--- src/shared/fbcl_pkg.sv ---
// Shared constants and types for the configuration loader
package fbcl_pkg;
    localparam int CLK_HZ = 25000000;
    localparam int WAKE_WAIT_US = 30;
    // Least time rounds up to whole cycles
    localparam int WAKE_WAIT_CYC = (WAKE_WAIT_US * (CLK_HZ / 1000) + 999) / 1000;
    localparam logic [7:0] CMD_WAKE = 8'hAB;
    localparam logic [7:0] CMD_FAST_READ = 8'h0B;
    localparam logic [23:0] START_ADDR = 24'h000000;
    localparam int DUMMY_BITS = 8;
    localparam int DEF_BITSTREAM_BYTES = 16;
    localparam int DEF_FIFO_DEPTH = 8;
    localparam logic [1:0] MODE_ACTIVE = 2'h0;
    localparam logic [1:0] MODE_PASSIVE = 2'h1;
    localparam logic [1:0] MODE_JTAG = 2'h2;

    typedef enum logic [6:0] {
        ST_IDLE = 7'b0000001,
        ST_WAKE = 7'b0000010,
        ST_WAIT = 7'b0000100,
        ST_CMD = 7'b0001000,
        ST_READ = 7'b0010000,
        ST_SLAVE = 7'b0100000,
        ST_DONE = 7'b1000000
    } fbcl_state_t;

    // Flash pins driven by the loader
    typedef struct packed {
        logic sclk;
        logic csN;
        logic mosi;
    } fbcl_flash_t;
endpackage

--- src/hdl/fbcl_loader.sv ---
// Configuration loader: flash master, passive and JTAG intake, config RAM
`timescale 1ns/1ps
`default_nettype none

module fbcl_fifo #(
    parameter int WIDTH = 8,
    parameter int DEPTH = 8
) (
    input wire logic clk,
    input wire logic srst,
    input wire logic inValid,
    output logic inReady,
    input wire logic [WIDTH-1:0] inData,
    output logic outValid,
    input wire logic outReady,
    output logic [WIDTH-1:0] outData
);
    localparam int AW = $clog2(DEPTH);
    if (DEPTH < 2 || (1 << AW) != DEPTH) begin : gBadDepth
        $error("fbcl_fifo: DEPTH must be a power of two >= 2");
    end
    logic [WIDTH-1:0] mem [DEPTH];
    logic [AW:0] wrPtr;
    logic [AW:0] rdPtr;
    wire logic isFull = (wrPtr[AW] != rdPtr[AW]) &&
        (wrPtr[AW-1:0] == rdPtr[AW-1:0]);
    wire logic isEmpty = (wrPtr == rdPtr);
    wire logic doWrite = inValid && !isFull;
    wire logic doRead = outReady && !isEmpty;
    assign inReady = !isFull;
    assign outValid = !isEmpty;
    assign outData = mem[rdPtr[AW-1:0]];
    always_ff @(posedge clk) begin
        if (doWrite) begin
            mem[wrPtr[AW-1:0]] <= inData;
        end
    end
    always_ff @(posedge clk) begin
        if (srst) begin
            wrPtr <= '0;
            rdPtr <= '0;
        end else begin
            wrPtr <= wrPtr + (AW+1)'(doWrite);
            rdPtr <= rdPtr + (AW+1)'(doRead);
        end
    end
endmodule

module fbcl_loader
    import fbcl_pkg::*;
#(
    parameter int BITSTREAM_BYTES = DEF_BITSTREAM_BYTES,
    parameter int FIFO_DEPTH = DEF_FIFO_DEPTH
) (
    input wire logic clk,
    input wire logic srst,
    input wire logic configResetN,
    input wire logic [1:0] modeSel,
    output fbcl_flash_t flashOut,
    input wire logic flashMiso,
    input wire logic slaveClk,
    input wire logic slaveCsN,
    input wire logic slaveData,
    input wire logic jtagTck,
    input wire logic jtagLoad,
    input wire logic jtagTdi,
    output logic configDone,
    output logic userMode,
    output logic cramWe,
    output logic [15:0] cramAddr,
    output logic [7:0] cramData
);
    // Byte counters are 16 bits wide, so 65536 would wrap to zero
    if (BITSTREAM_BYTES < 1 || BITSTREAM_BYTES > 65535) begin : gBadLen
        $error("fbcl_loader: BITSTREAM_BYTES out of range");
    end

    // Two-flop synchronisers for all pin inputs
    localparam int NSYNC = 8;
    wire logic [NSYNC-1:0] rawIn = {configResetN, flashMiso, slaveClk,
        slaveCsN, slaveData, jtagTck, jtagLoad, jtagTdi};
    logic [NSYNC-1:0] syncA;
    logic [NSYNC-1:0] syncB;
    logic [NSYNC-1:0] syncC;
    always_ff @(posedge clk) begin
        if (srst) begin
            syncA <= 8'hFF;
            syncB <= 8'hFF;
            syncC <= 8'hFF;
        end else begin
            syncA <= rawIn;
            syncB <= syncA;
            syncC <= syncB;
        end
    end
    wire logic rstN = syncB[7];
    wire logic rstRise = syncB[7] && !syncC[7];
    wire logic miso = syncB[6];
    wire logic sClkRise = syncB[5] && !syncC[5];
    wire logic sSel = !syncB[4];
    wire logic sDat = syncB[3];
    wire logic tckRise = syncB[2] && !syncC[2];
    wire logic tLoad = syncB[1];
    wire logic tDat = syncB[0];

    // Mode strap is a pin too; its second stage lines up with rstRise
    logic [1:0] modeA;
    logic [1:0] modeB;
    always_ff @(posedge clk) begin
        if (srst) begin
            modeA <= MODE_ACTIVE;
            modeB <= MODE_ACTIVE;
        end else begin
            modeA <= modeSel;
            modeB <= modeA;
        end
    end

    fbcl_state_t state;
    fbcl_state_t next_state;
    logic [1:0] mode;
    logic [15:0] waitCnt;
    logic [5:0] bitCnt;
    logic [39:0] shiftOut;
    logic sclk;
    logic csN;
    logic [7:0] rxShift;
    logic [2:0] rxBits;
    logic [15:0] fetched;
    logic [15:0] written;
    logic fifoInReady;
    logic fifoOutValid;
    logic [7:0] fifoOutData;

    // Bit capture sources per mode
    wire logic flashBit = (state == ST_READ) && sclk && bitCnt == 6'h00;
    wire logic slaveBit = (state == ST_SLAVE) && mode == MODE_PASSIVE &&
        sSel && sClkRise;
    wire logic jtagBit = (state == ST_SLAVE) && mode == MODE_JTAG &&
        tLoad && tckRise;
    wire logic slaveIn = (mode == MODE_JTAG) ? tDat : sDat;
    wire logic rxBitIn = (state == ST_READ) ? miso : slaveIn;
    wire logic rxTake = flashBit || slaveBit || jtagBit;
    wire logic byteDone = rxTake && rxBits == 3'h7;
    wire logic allFetched = fetched == 16'(BITSTREAM_BYTES);
    wire logic allWritten = written == 16'(BITSTREAM_BYTES);
    // Flash clock pauses low while the buffer is full; high would resample
    wire logic flashStep = (state == ST_WAKE || state == ST_CMD) ||
        (state == ST_READ && (fifoInReady || sclk));
    wire logic phaseEnd = sclk && bitCnt == 6'h00;

    always_comb begin
        next_state = state;
        case (state)
            ST_IDLE: begin
                if (rstRise) begin
                    next_state = (modeB == MODE_ACTIVE) ? ST_WAKE : ST_SLAVE;
                end
            end
            ST_WAKE: begin
                if (phaseEnd) begin
                    next_state = ST_WAIT;
                end
            end
            ST_WAIT: begin
                if (waitCnt == 16'(WAKE_WAIT_CYC - 1)) begin
                    next_state = ST_CMD;
                end
            end
            ST_CMD: begin
                if (phaseEnd) begin
                    next_state = ST_READ;
                end
            end
            ST_READ: begin
                if (allFetched && allWritten) begin
                    next_state = ST_DONE;
                end
            end
            ST_SLAVE: begin
                if (allWritten) begin
                    next_state = ST_DONE;
                end
            end
            ST_DONE: next_state = ST_DONE;
            default: next_state = ST_IDLE;
        endcase
        if (!rstN) begin
            next_state = ST_IDLE;
        end
    end

    always_ff @(posedge clk) begin
        if (srst) begin
            state <= ST_IDLE;
            mode <= MODE_ACTIVE;
        end else begin
            state <= next_state;
            if (state == ST_IDLE && rstRise) begin
                mode <= modeB;
            end
        end
    end

    always_ff @(posedge clk) begin
        if (srst || state != ST_WAIT) begin
            waitCnt <= '0;
        end else begin
            waitCnt <= waitCnt + 16'h0001;
        end
    end

    // Serial clock is half the system clock; data changes on falling edge
    always_ff @(posedge clk) begin
        if (srst || next_state == ST_IDLE || next_state == ST_WAIT ||
            next_state == ST_SLAVE || next_state == ST_DONE) begin
            sclk <= 1'b0;
            csN <= 1'b1;
            bitCnt <= '0;
            shiftOut <= '0;
        end else if (state != next_state) begin
            csN <= 1'b0;
            sclk <= 1'b0;
            if (next_state == ST_WAKE) begin
                shiftOut <= {CMD_WAKE, 32'h0};
                bitCnt <= 6'h07;
            end else if (next_state == ST_CMD) begin
                // Instruction, zero address, dummy byte
                shiftOut <= {CMD_FAST_READ, START_ADDR, 8'h00};
                bitCnt <= 6'(8 + 24 + DUMMY_BITS - 1);
            end
        end else if (flashStep && !(state == ST_READ && allFetched)) begin
            sclk <= !sclk;
            if (sclk) begin
                shiftOut <= {shiftOut[38:0], 1'b0};
                if (bitCnt != 6'h00) begin
                    bitCnt <= bitCnt - 6'h01;
                end
            end
        end
    end

    always_ff @(posedge clk) begin
        if (srst || state == ST_IDLE) begin
            rxShift <= '0;
            rxBits <= '0;
            fetched <= '0;
        end else if (rxTake && !allFetched) begin
            rxShift <= {rxShift[6:0], rxBitIn};
            rxBits <= rxBits + 3'h1;
            if (byteDone) begin
                fetched <= fetched + 16'h0001;
            end
        end
    end

    // Capture happens on the rising serial edge; flash mode takes one bit per pair of clocks
    wire logic [7:0] newByte = {rxShift[6:0], rxBitIn};
    logic pushValid;
    logic [7:0] pushData;
    always_ff @(posedge clk) begin
        if (srst || state == ST_IDLE) begin
            pushValid <= 1'b0;
            pushData <= '0;
        end else begin
            pushValid <= byteDone && !allFetched;
            pushData <= newByte;
        end
    end

    // Passive sources cannot be stalled; flash source is stalled above
    fbcl_fifo #(.WIDTH(8), .DEPTH(FIFO_DEPTH)) uFifo (
        .clk(clk),
        .srst(srst || state == ST_IDLE),
        .inValid(pushValid),
        .inReady(fifoInReady),
        .inData(pushData),
        .outValid(fifoOutValid),
        .outReady(1'b1),
        .outData(fifoOutData)
    );

    always_ff @(posedge clk) begin
        if (srst || state == ST_IDLE) begin
            written <= '0;
            cramWe <= 1'b0;
            cramAddr <= '0;
            cramData <= '0;
        end else begin
            cramWe <= fifoOutValid;
            if (fifoOutValid) begin
                cramAddr <= written;
                cramData <= fifoOutData;
                written <= written + 16'h0001;
            end
        end
    end

    always_ff @(posedge clk) begin
        if (srst) begin
            configDone <= 1'b0;
            userMode <= 1'b0;
            flashOut <= '{sclk: 1'b0, csN: 1'b1, mosi: 1'b0};
        end else begin
            // Last write lands in config_ram one cycle after counter completes
            configDone <= (state == ST_DONE) && !cramWe;
            userMode <= (state == ST_DONE) && !cramWe;
            flashOut <= '{sclk: sclk, csN: csN, mosi: shiftOut[39]};
        end
    end
endmodule
`default_nettype wire

--- config.mk ---
export PLATFORM = sky130hd
export DESIGN_NAME = fbcl_loader
export DESIGN_NICKNAME = d
export VERILOG_FILES = /design/src/shared/fbcl_pkg.sv /design/src/hdl/fbcl_loader.sv
export SDC_FILE = /design/constraint.sdc
export NUM_CORES = 1
export LEC_CHECK = 0
export BUFFER_PORTS_ARGS = -buffer_cell sky130_fd_sc_hd__buf_2
export CAP_MARGIN = 20
export CORE_MARGIN = 2
export CORE_UTILIZATION = 60
export DETAILED_ROUTE_END_ITERATION = 8
export PLACE_DENSITY_LB_ADDON = 0.15
export SYNTH_ARGS = -nofsm -noshare
export SYNTH_HDL_FRONTEND = slang
export SYNTH_SLANG_ARGS = --single-unit
--- constraint.sdc ---
create_clock -name clk -period 3.3 [get_ports clk]
set_clock_uncertainty 0.05 [all_clocks]
set_input_delay 0.33 -clock clk [delete_from_list [all_inputs] [get_ports clk]]
set_output_delay 0.33 -clock clk [all_outputs]
set_load 0.02 [all_outputs]
==> out/metrics.yaml, run 1 <==
reg2reg_to: "shiftOut[35]$_SDFFE_PP0P_"
yosys_register_bits: 216
unrepaired_setup_endpoints_after_global_routing: "no"
clock_sinks: 216
cts.clk_slew.worst_paths_ns: 0.06
power.share.sequential_pct: 52.4
critical_path.reg2reg.startpoint: "written[1]$_SDFFE_PP0N_"
place_congestion: 0.923
detailedRoute.firstPassIterationCount: 5
post_cts_repair_timing_setup_buffer_count: 0
syn_area_cell_um2: 10.8
grt_util_all_layers_pct: 21.6
timing.reg2reg.worst_path_depth: 10
finalSetupViolations: 0
ir_worst_vdd_mv: 0.337
floorplan.core_area_um2: 14500
stdcell_area_um2: 10100
leakagePower_uw: 0.00345
synthCells: 823
core.rowCount: 44
netSwitchingPower_uw: 1070
number_of_warnings_reported_in_the_yosys_synthesis_log: 0
final_cells: 1078
clock_power_share_pct: 45.0
worst_setup_path_end_kind: "flop"
nets: 903
floorplan.initialDensity_pct: 61.1
timing.final.crit_share_pct: 95.1
grt_pass1_vias: 6031
regToRegSetupSlack_ns: 0.16
tightest_slew_ns: 0.724
setup.worst_path.start_class: "flop"
power.density_nw_per_um2: 519
critical_path.startpoint: "written[1]$_SDFFE_PP0N_"
clockBufferDepth: 3
holdCritStartpoint: "srst"
share_comb_of_total_power_pct: 2.6
switching_share_of_power_pct: 20.5
cp_top_family: "compound AO/OA/AOI/OAI gates"
worstPathBufferInverterCount: 1
vias_per_cell: 5.70
num_vias: 6149
final_period_minus_worst_setup_slack_ns: 3.14
placed_cells: 1026
critical_path.max_fanout: 6
global_route_wire_length_before_repair_mm: 28.5
synth_top_area_share_pct: 34.4
critical_path_cell_by_cell: "inv_1 > ha_1 > nor4bb_1 > nand4_1 > a32o_1 > o31ai_1 > a41o_1 > a31o_2 > nand2_1 > o221a_2"
die_x_um: 125
grt_max_degree: 73
dpl_cell_area_um2: 9260
cp.arrival_ns: 3.48
synth_area_leaders: "dfxtp_1, edfxtp_1, mux4_2"
areaGrowthSynthToFinish_pct: 13.8
post-route-drc-count: 0
count_of_flip_flops_with_a_built_in_enable_after_synthesis: 64
antenna_found_initial: 0
status: "finished, final reports clean"
slew_headroom_pct: 51.6
maxClockFrequency_mhz: 319
io-pin-count: 42
root_buffer: "clkbuf_16"
post-synth-top-area-cell: "dfxtp_1"
detail-route-antenna-nets: 0
worstSetupPathType: "reg -> reg"
final_layout_size_suffix_gt1_share_pct: 17.4
hold-worst-slack_ns: 0.246
seq_area_frac_synth_pct: 56.1
cts_tree: "yes"
detail_route.iter0.violations: 417
internal_cell_power_uw: 4160
critical_path.endpoint: "shiftOut[35]$_SDFFE_PP0P_"
crit_cells: 10
wl_per_cell_um: 15.6
worst_path_largest_cell_delay_ns: 0.39
clock_latency_ns: 0.50
report.final.slew_viol_count: 0
kind_of_path_behind_the_tightest_hold_check: "in -> reg"
async_reset_ff_share_pct: 0
detail_route.wirelength_mm: 16.8
diodes: 0
floorplan.die.height_um: 125
maxCapViolCount: 0
globalRouteOverflowTotal: 0
hpwl_mm: 11.4
io_buffer_count: 41
ys_types: 74
cp_slowest_cell: "a32o_1"
mappedNetlistArea_um2: 8850
tns_ns: 0
dieArea_um2: 15700
worst-endpoint-required_ns: 3.64
ys.flop_type: "dfxtp_1"
synth.net_count: 849
cts_made_buffers: 23
hold_viol: 0
clock_tree.htree_level_count: 1
==> sequential cells by signal, indices dropped and copies added (netlist names), 8 cells and up <==
name	cells
pushData	8
syncB	8
syncA	8
cramData	8
cramAddr	16
uFifo.mem	64
waitCnt	16
shiftOut	8
written	16
fetched	16
==> metal layers <==
layer | up-vias | global-route usage (%) | share of wire (%)
met1 | 2944 | 27.4 | 43
met5 | - | 0 | 0
met3 | 37 | 3.38 | 4.0
met4 | 0 | 7.19 | 2.4
li1 | 3022 | - | -
met2 | 146 | 38.0 | 50
==> how the worst min path moves through the flow <==
stage                                      to  cells after the start
after floorplan           syncB[0]$_SDFF_PP1_                      1
after global routing      modeB[1]$_SDFF_PP0_                      2
after CTS                 state[6]$_SDFF_PP0_                      2
after detailed placement  syncB[5]$_SDFF_PP1_                      1
after global placement    syncB[4]$_SDFF_PP1_                      1
final                     state[6]$_SDFF_PP0_                      2
==> through the flow <==
stage	power [uW]	setup WS, ns	utilization, %
5_1_grt	5400	0.00205	69.6
2_1_floorplan	2890	0.415	-
6_report	5230	0.162	69.6
4_1_cts	5290	0.192	69.4
3_3_place_gp	2920	0.364	64.0
3_5_place_dp	2930	0.197	64.0
==> cells in the final DEF (no fill, tap or decap), drive strengths merged, types with 14 or more instances in the layout <==
cell and n:
a21oi 48, and3 14, buf 59, clkbuf 29, dfxtp 152, edfxtp 64, ha 14, inv 19
mux4 16, nand2 94, nand3 24, nand4 14, nor2 87, nor3 16, o21ai 14, or2 21
or3 14, xnor2 14, xor2 32
==> Yosys cell counts (all sizes together), types with 16 or more instances <==
master	instances
dfxtp	152
nand2	94
nor2	87
edfxtp	64
a21oi	48
xor2	32
clkbuf	30
nand3	24
or2	21
inv	17
mux4	16
nor3	16
==> area by class of cell <==
| type | count | area [um^2] |
|---|---|---|
| sequential | 216 | 4970 |
| fill | 1069 | 4410 |
| multi-input combinational | 549 | 3680 |
| clock buffer | 29 | 598 |
| timing repair buffer | 69 | 440 |
| tap | 184 | 230 |
| clock inverter | 13 | 93.8 |
| inverter | 18 | 67.6 |
==> worst reg2reg max path, delay by kind of cell (launching register included) <==
kind,cells,cell delay [ns]
adder cells (fa/ha/maj),1,0.13
flip-flops,1,0.36
AO/OA/AOI/OAI,5,1.55
buffers and inverters,1,0.08
AND/OR/NAND/NOR,3,0.88
==> power by group through the flow <==
stage	Sequential (uW)	Clock [uW]	Combinational, uW
after floorplan	2790	0	96.5
after global placement	2800	0	126
after detailed placement	2800	0	127
after CTS	2740	2410	137
after global routing	2740	2510	150
final	2740	2350	138
==> repair_timing <==
item                                    4_1_cts  5_1_grt
endpoints found under the setup margin        0        9
hold endpoints to repair                     10        0
hold buffers                                 10        0
resized for setup                             0        4
==> kinds of logic after synthesis <==
logic type / share of synthesized area (%)
xor+xnor: 4.72
fa+ha+maj: 1.98
mux: 5.97
flops: 56.1
compound gates: 8.48
simple gates: 20.1
buf+inv: 2.67
Power figures use the tool's default switching activity.
==> inputs of run 2 (changes only) <==
Settings changed: CORE_ASPECT_RATIO from default to 0.5.
==> out/metrics.yaml, run 2 (same netlist as run 1, synthesis figures left out) <==
grt_pass1_vias: 5755  # -4.6%
regArea_um2: 4970  # unchanged
wl_per_cell_um: 15.9  # +2.1%
finalSetupViolations: 0  # unchanged
power.density_nw_per_um2: 500  # -3.8%
io_buffer_count: 41  # unchanged
switching_share_of_power_pct: 20.5  # -0.095 points
regToRegSetupSlack_ns: 0.21  # +0.05 ns
report.final.slew_viol_count: 0  # unchanged
detailedRoute.firstPassIterationCount: 5  # unchanged
maxCapViolCount: 0  # unchanged
areaGrowthSynthToFinish_pct: 13.2
clock_power_share_pct: 42.4  # -2.6 points
filler_cell_count: 1082  # +1.2%
worst-endpoint-required_ns: 3.64  # about the same
vias_per_cell: 5.61  # -1.6%
nets: 901  # -0.22%
diodes: 0  # unchanged
final_period_minus_worst_setup_slack_ns: 3.09  # -0.0507 ns
die_x_um: 176  # +40%
final_util_pct: 69.4  # -0.12 points
netSwitchingPower_uw: 1020  # -4.7%
largest_reg_flops: 64  # unchanged
antenna_found_initial: 0  # unchanged
critical_path.reg2reg.startpoint: "state[4]$_SDFF_PP0_"
floorplan.core_area_um2: 14400  # -0.35%
critical_path_cell_by_cell: "or3_1 > or4_1 > nand2b_1 > a41oi_2 > o21ba_2 > nor3_4 > mux2_4 > a221oi_1"
status: "finished, final reports clean"
critical_path.startpoint: "state[4]$_SDFF_PP0_"
worst_setup_path_end_kind: "flop"
layout_commonest_cell: "dfxtp_1"
globalRouteOverflowTotal: 0  # unchanged
cts_tree: "yes"
num_vias: 6087  # -1.0%
power.share.sequential_pct: 54.7  # +2.3 points
critical_path.endpoint: "bitCnt[1]$_SDFFE_PP0P_"
hpwl_mm: 11.9  # +4.5%
power_uw: 5010  # -4.3%
clock_tree.htree_level_count: 1  # unchanged
detail_route.iter0.violations: 448  # +7.4%
cts_made_buffers: 19  # -17%
detail-route-antenna-nets: 0  # unchanged
leakagePower_uw: 0.00342  # -0.83%
cp_slowest_cell: "or4_1"
tightest_slew_ns: 0.704  # -0.0196 ns
reg2reg_to: "bitCnt[1]$_SDFFE_PP0P_"
highest_count_cells_in_the_layout_ignoring_fill_and_taps: "dfxtp_1, nand2_1, nor2_1, edfxtp_1, a21oi_1"
share_comb_of_total_power_pct: 2.9  # +0.3 points
dieArea_um2: 15800  # +0.38%
hold-worst-slack_ns: 0.00838  # -0.237 ns
core.rowCount: 31  # -30%
area_used_by_multi_input_combinational_logic_um2: 3680  # +0.17%
worst_path_largest_cell_delay_ns: 0.56  # +0.17 ns
hold_viol: 0  # unchanged
global_route_wire_length_before_repair_mm: 28.8  # +0.92%
io-pin-count: 42  # unchanged
post-route-drc-count: 0  # unchanged
maxClockFrequency_mhz: 324  # +1.6%
grt_util_all_layers_pct: 22.5  # +0.89 points
clock_latency_ns: 0.49  # about the same
timing.final.crit_share_pct: 93.6  # -1.5 points
place_congestion: 0.935  # +1.4%
cts.clk_slew.worst_paths_ns: 0.07  # about the same
final_layout_size_suffix_gt1_share_pct: 17.9  # +0.48 points
grt_max_degree: 35  # -52%
kind_of_path_behind_the_tightest_hold_check: "in -> reg"
cp.arrival_ns: 3.43  # -0.05 ns
ir_worst_vdd_mv: 0.346  # +2.9%
clockBufferDepth: 3  # unchanged
worstSetupPathType: "reg -> reg"
floorplan.initialDensity_pct: 61.3  # +0.21 points
floorplan.die.height_um: 89.9  # -28%
critical_path.max_fanout: 13  # +7
root_buffer: "clkbuf_16"
setup.worst_path.start_class: "flop"
detail_route.wirelength_mm: 17.2  # +2.8%
slew_headroom_pct: 52.9  # +1.3 points
timing.reg2reg.worst_path_depth: 8  # -2
internal_cell_power_uw: 3980  # -4.2%
clock_sinks: 216  # unchanged
[run 2: layer usage]
metal  GRT usage, %  vias to the layer above  routed length (um)
li1               -                     3020                   -
met5              0                        -                   0
met2           37.0                      131                8060
met4           4.96                        0                 363
met3           3.81                       34                 696
met1           31.6                     2902                8130
[run 2: how the worst min path moves through the flow]
stage	start	end	slack, ns	cells after the start
6_report	modeSel[0]	modeA[0]$_SDFF_PP0_	0.008	2
3_3_place_gp	syncA[4]$_SDFF_PP1_	syncB[4]$_SDFF_PP1_	0.34	1
4_1_cts	modeSel[0]	modeA[0]$_SDFF_PP0_	0.003	2
3_5_place_dp	syncA[3]$_SDFF_PP1_	syncB[3]$_SDFF_PP1_	0.35	1
2_1_floorplan	syncA[0]$_SDFF_PP1_	syncB[0]$_SDFF_PP1_	0.34	1
5_1_grt	modeSel[0]	modeA[0]$_SDFF_PP0_	0.02	2
[run 2: power by group through the flow]
stage               clock, uW  sequential [uW]  combinational, uW
finish                   2120             2740                145
global route             2290             2740                160
CTS                      2180             2740                144
floorplan                   0             2790               96.5
detailed placement          0             2800                136
global placement            0             2800                135
[run 2: timing repair]
| action | in CTS | in global routing |
|---|---|---|
| buffers inserted | 0 | 0 |
| endpoints found under the hold margin | 8 | 0 |
| endpoints found under the setup margin | 0 | 7 |
| resized for setup | 0 | 6 |
| hold buffers | 8 | 0 |
[run 2: cell type report]
class / count / share of cell area, %
sequential: 216 / 49.6
clock inverter: 8 / 0.749
clock buffer: 25 / 5.17
timing repair buffer: 71 / 4.62
inverter: 18 / 0.674
multi-input combinational: 549 / 36.8
tap: 198 / 2.47
[run 2: metrics by stage]
| stage | setup slack, ns | area (um^2) | instances | TNS [ns] |
|---|---|---|---|---|
| global placement | 0.320 | 9320 | 1044 | 0 |
| finish | 0.212 | 10000 | 1085 | 0 |
| floorplan | 0.415 | 8850 | 823 | 0 |
| CTS | 0.138 | 9990 | 1085 | 0 |
| detailed placement | 0.173 | 9320 | 1044 | 0 |
| global route | -0.00986 | 10000 | 1085 | -0.00986 |
[run 2: worst max-delay path, delay by kind of cell, from the launching register on]
family	cells	cell delay, ns
flip-flops	1	0.45
AND/OR/NAND/NOR	4	1.45
AO/OA/AOI/OAI	3	0.70
multiplexers	1	0.33
==> inputs of run 3 (changes only) <==
Clock period 3.3 ns to 3.7 ns, I/O delays scaled along.
==> out/metrics.yaml, run 3 (same netlist as run 1, synthesis figures left out) <==
highest_count_cells_in_the_layout_ignoring_fill_and_taps: "dfxtp_1, nand2_1, nor2_1, edfxtp_1, a21oi_1"
floorplan.core_area_um2: 14400  # unchanged
areaGrowthSynthToFinish_pct: 11.7
holdCritStartpoint: "jtagTdi"
clockBufferDepth: 3  # unchanged
floorplan.initialDensity_pct: 61.3  # unchanged
largest_reg_flops: 64  # unchanged
clock_tree.htree_level_count: 1  # unchanged
worst_path_largest_cell_delay_ns: 0.53  # -0.03 ns
layout_commonest_cell: "dfxtp_1"
worst_setup_path_end_kind: "flop"
worst-endpoint-required_ns: 4.04  # +0.40 ns
die_x_um: 176  # unchanged
final_period_minus_worst_setup_slack_ns: 3.35  # +0.260 ns
ir_worst_vdd_mv: 0.325  # -6.2%
num_vias: 6055  # -0.53%
hpwl_mm: 11.8  # -0.91%
dieArea_um2: 15800  # unchanged
nets: 888  # -1.4%
grt_max_degree: 39  # +11%
wl_per_cell_um: 16.1  # +1.3%
ctsResizeCount: 0  # unchanged
io_buffer_count: 41  # unchanged
critical_path.startpoint: "fetched[0]$_SDFFE_PP0P_"
clock_latency_ns: 0.49  # about the same
finalWorstSetupSlack_ns: 0.352  # +0.140 ns
report.final.slew_viol_count: 0  # unchanged
floorplan.die.height_um: 89.9  # unchanged
cts_made_buffers: 19  # unchanged
count_of_hold_fix_buffers_inserted_at_cts: 0  # -8
critical_path.max_fanout: 10  # -3
vias_per_cell: 5.65  # +0.68%
grt_pass1_vias: 5774  # +0.33%
kind_of_path_behind_the_tightest_hold_check: "in -> reg"
maxClockFrequency_mhz: 299  # -7.8%
globalRouteOverflowTotal: 0  # unchanged
hold_viol: 0  # unchanged
root_buffer: "clkbuf_16"
cp_slowest_cell: "a32oi_1"
cts_tree: "yes"
clock_sinks: 216  # unchanged
critical_path.reg2reg.startpoint: "fetched[0]$_SDFFE_PP0P_"
critical_path_cell_by_cell: "inv_1 > ha_1 > nor4bb_1 > nand4_1 > a32oi_1 > a41oi_2 > o2bb2ai_1 > nor3_4 > buf_4 > clkinv_1 > a311oi_1"
grt_util_all_layers_pct: 22.3  # -0.22 points
cp.arrival_ns: 3.69  # +0.26 ns
detail_route.wirelength_mm: 17.3  # about the same
power.density_nw_per_um2: 455  # -9.0%
core.rowCount: 31  # unchanged
post_cts_repair_timing_setup_buffer_count: 0  # unchanged
worstSetupPathType: "reg -> reg"
detail-route-antenna-nets: 0  # unchanged
status: "finished, final reports clean"
diodes: 0  # unchanged
global_route_wire_length_before_repair_mm: 28.6  # -0.50%
tightest_slew_ns: 0.758  # +0.0541 ns
antenna_found_initial: 0  # unchanged
post-route-drc-count: 0  # unchanged
setup.worst_path.start_class: "flop"
tns_ns: 0  # unchanged
maxCapViolCount: 0  # unchanged
slew_headroom_pct: 49.5  # -3.4 points
finalSetupViolations: 0  # unchanged
leakagePower_uw: 0.00337  # -1.7%
timing.final.crit_share_pct: 90.5  # -3.1 points
final_layout_size_suffix_gt1_share_pct: 17.3  # -0.65 points
detailedRoute.firstPassIterationCount: 5  # unchanged
hold-worst-slack_ns: 0.0150  # +0.00660 ns
place_congestion: 0.895  # -4.2%
cts.clk_slew.worst_paths_ns: 0.07  # about the same
io-pin-count: 42  # unchanged
unrepaired_setup_endpoints_after_global_routing: "no"
place_ws_ns: 0.437  # +0.264 ns
detail_route.iter0.violations: 379  # -15%
## run 3: path summary, 6_finish.rpt
check	to	slack [ns]	cells after the start
worst min-delay path	syncA[0]$_SDFF_PP1_	0.01	2
worst max-delay path	shiftOut[39]$_SDFFE_PP0P_	0.35	11
worst max register to register	shiftOut[39]$_SDFFE_PP0P_	0.35	11
worst min register to register	syncB[5]$_SDFF_PP1_	0.36	1
## run 3: final cells by class
type	count	area, um^2
multi-input combinational	549	3660
tap	198	248
sequential	216	4960
clock inverter	11	116
inverter	18	67.6
fill	1118	4540
clock buffer	22	487
timing repair buffer	58	345
## run 3: worst max-delay path, delay by kind of cell, from the launching register on
kind / cells / cell delay, ns
compound gates: 4 / 1.27
simple gates: 3 / 0.91
flops: 1 / 0.31
buf+inv: 3 / 0.57
fa+ha+maj: 1 / 0.15
## run 3: per-layer routing
metal  routed length [um]  up-vias  GRT usage [%]
li1                     -     2988              -
met1                 8090     2938           30.2
met2                 8190      104           37.5
met3                  702       25           4.36
met4                  284        0           4.75
met5                    0        -              0
## run 3: through the flow
step                std cells  area, um^2  total power (uW)  util [%]
floorplan                 823        8850              2580         -
global placement         1039        9280              2610      64.3
detailed placement       1039        9280              2610      64.3
CTS                      1072        9890              4530      68.5
global route             1072        9890              4650      68.5
finish                   1072        9890              4500      68.5
## run 3: where the power goes
part	total (uW)	internal [uW]	switching, uW
clock network	1940	1090	846
logic	115	44.1	71.1
registers	2440	2430	7.96
total	4500	3570	925
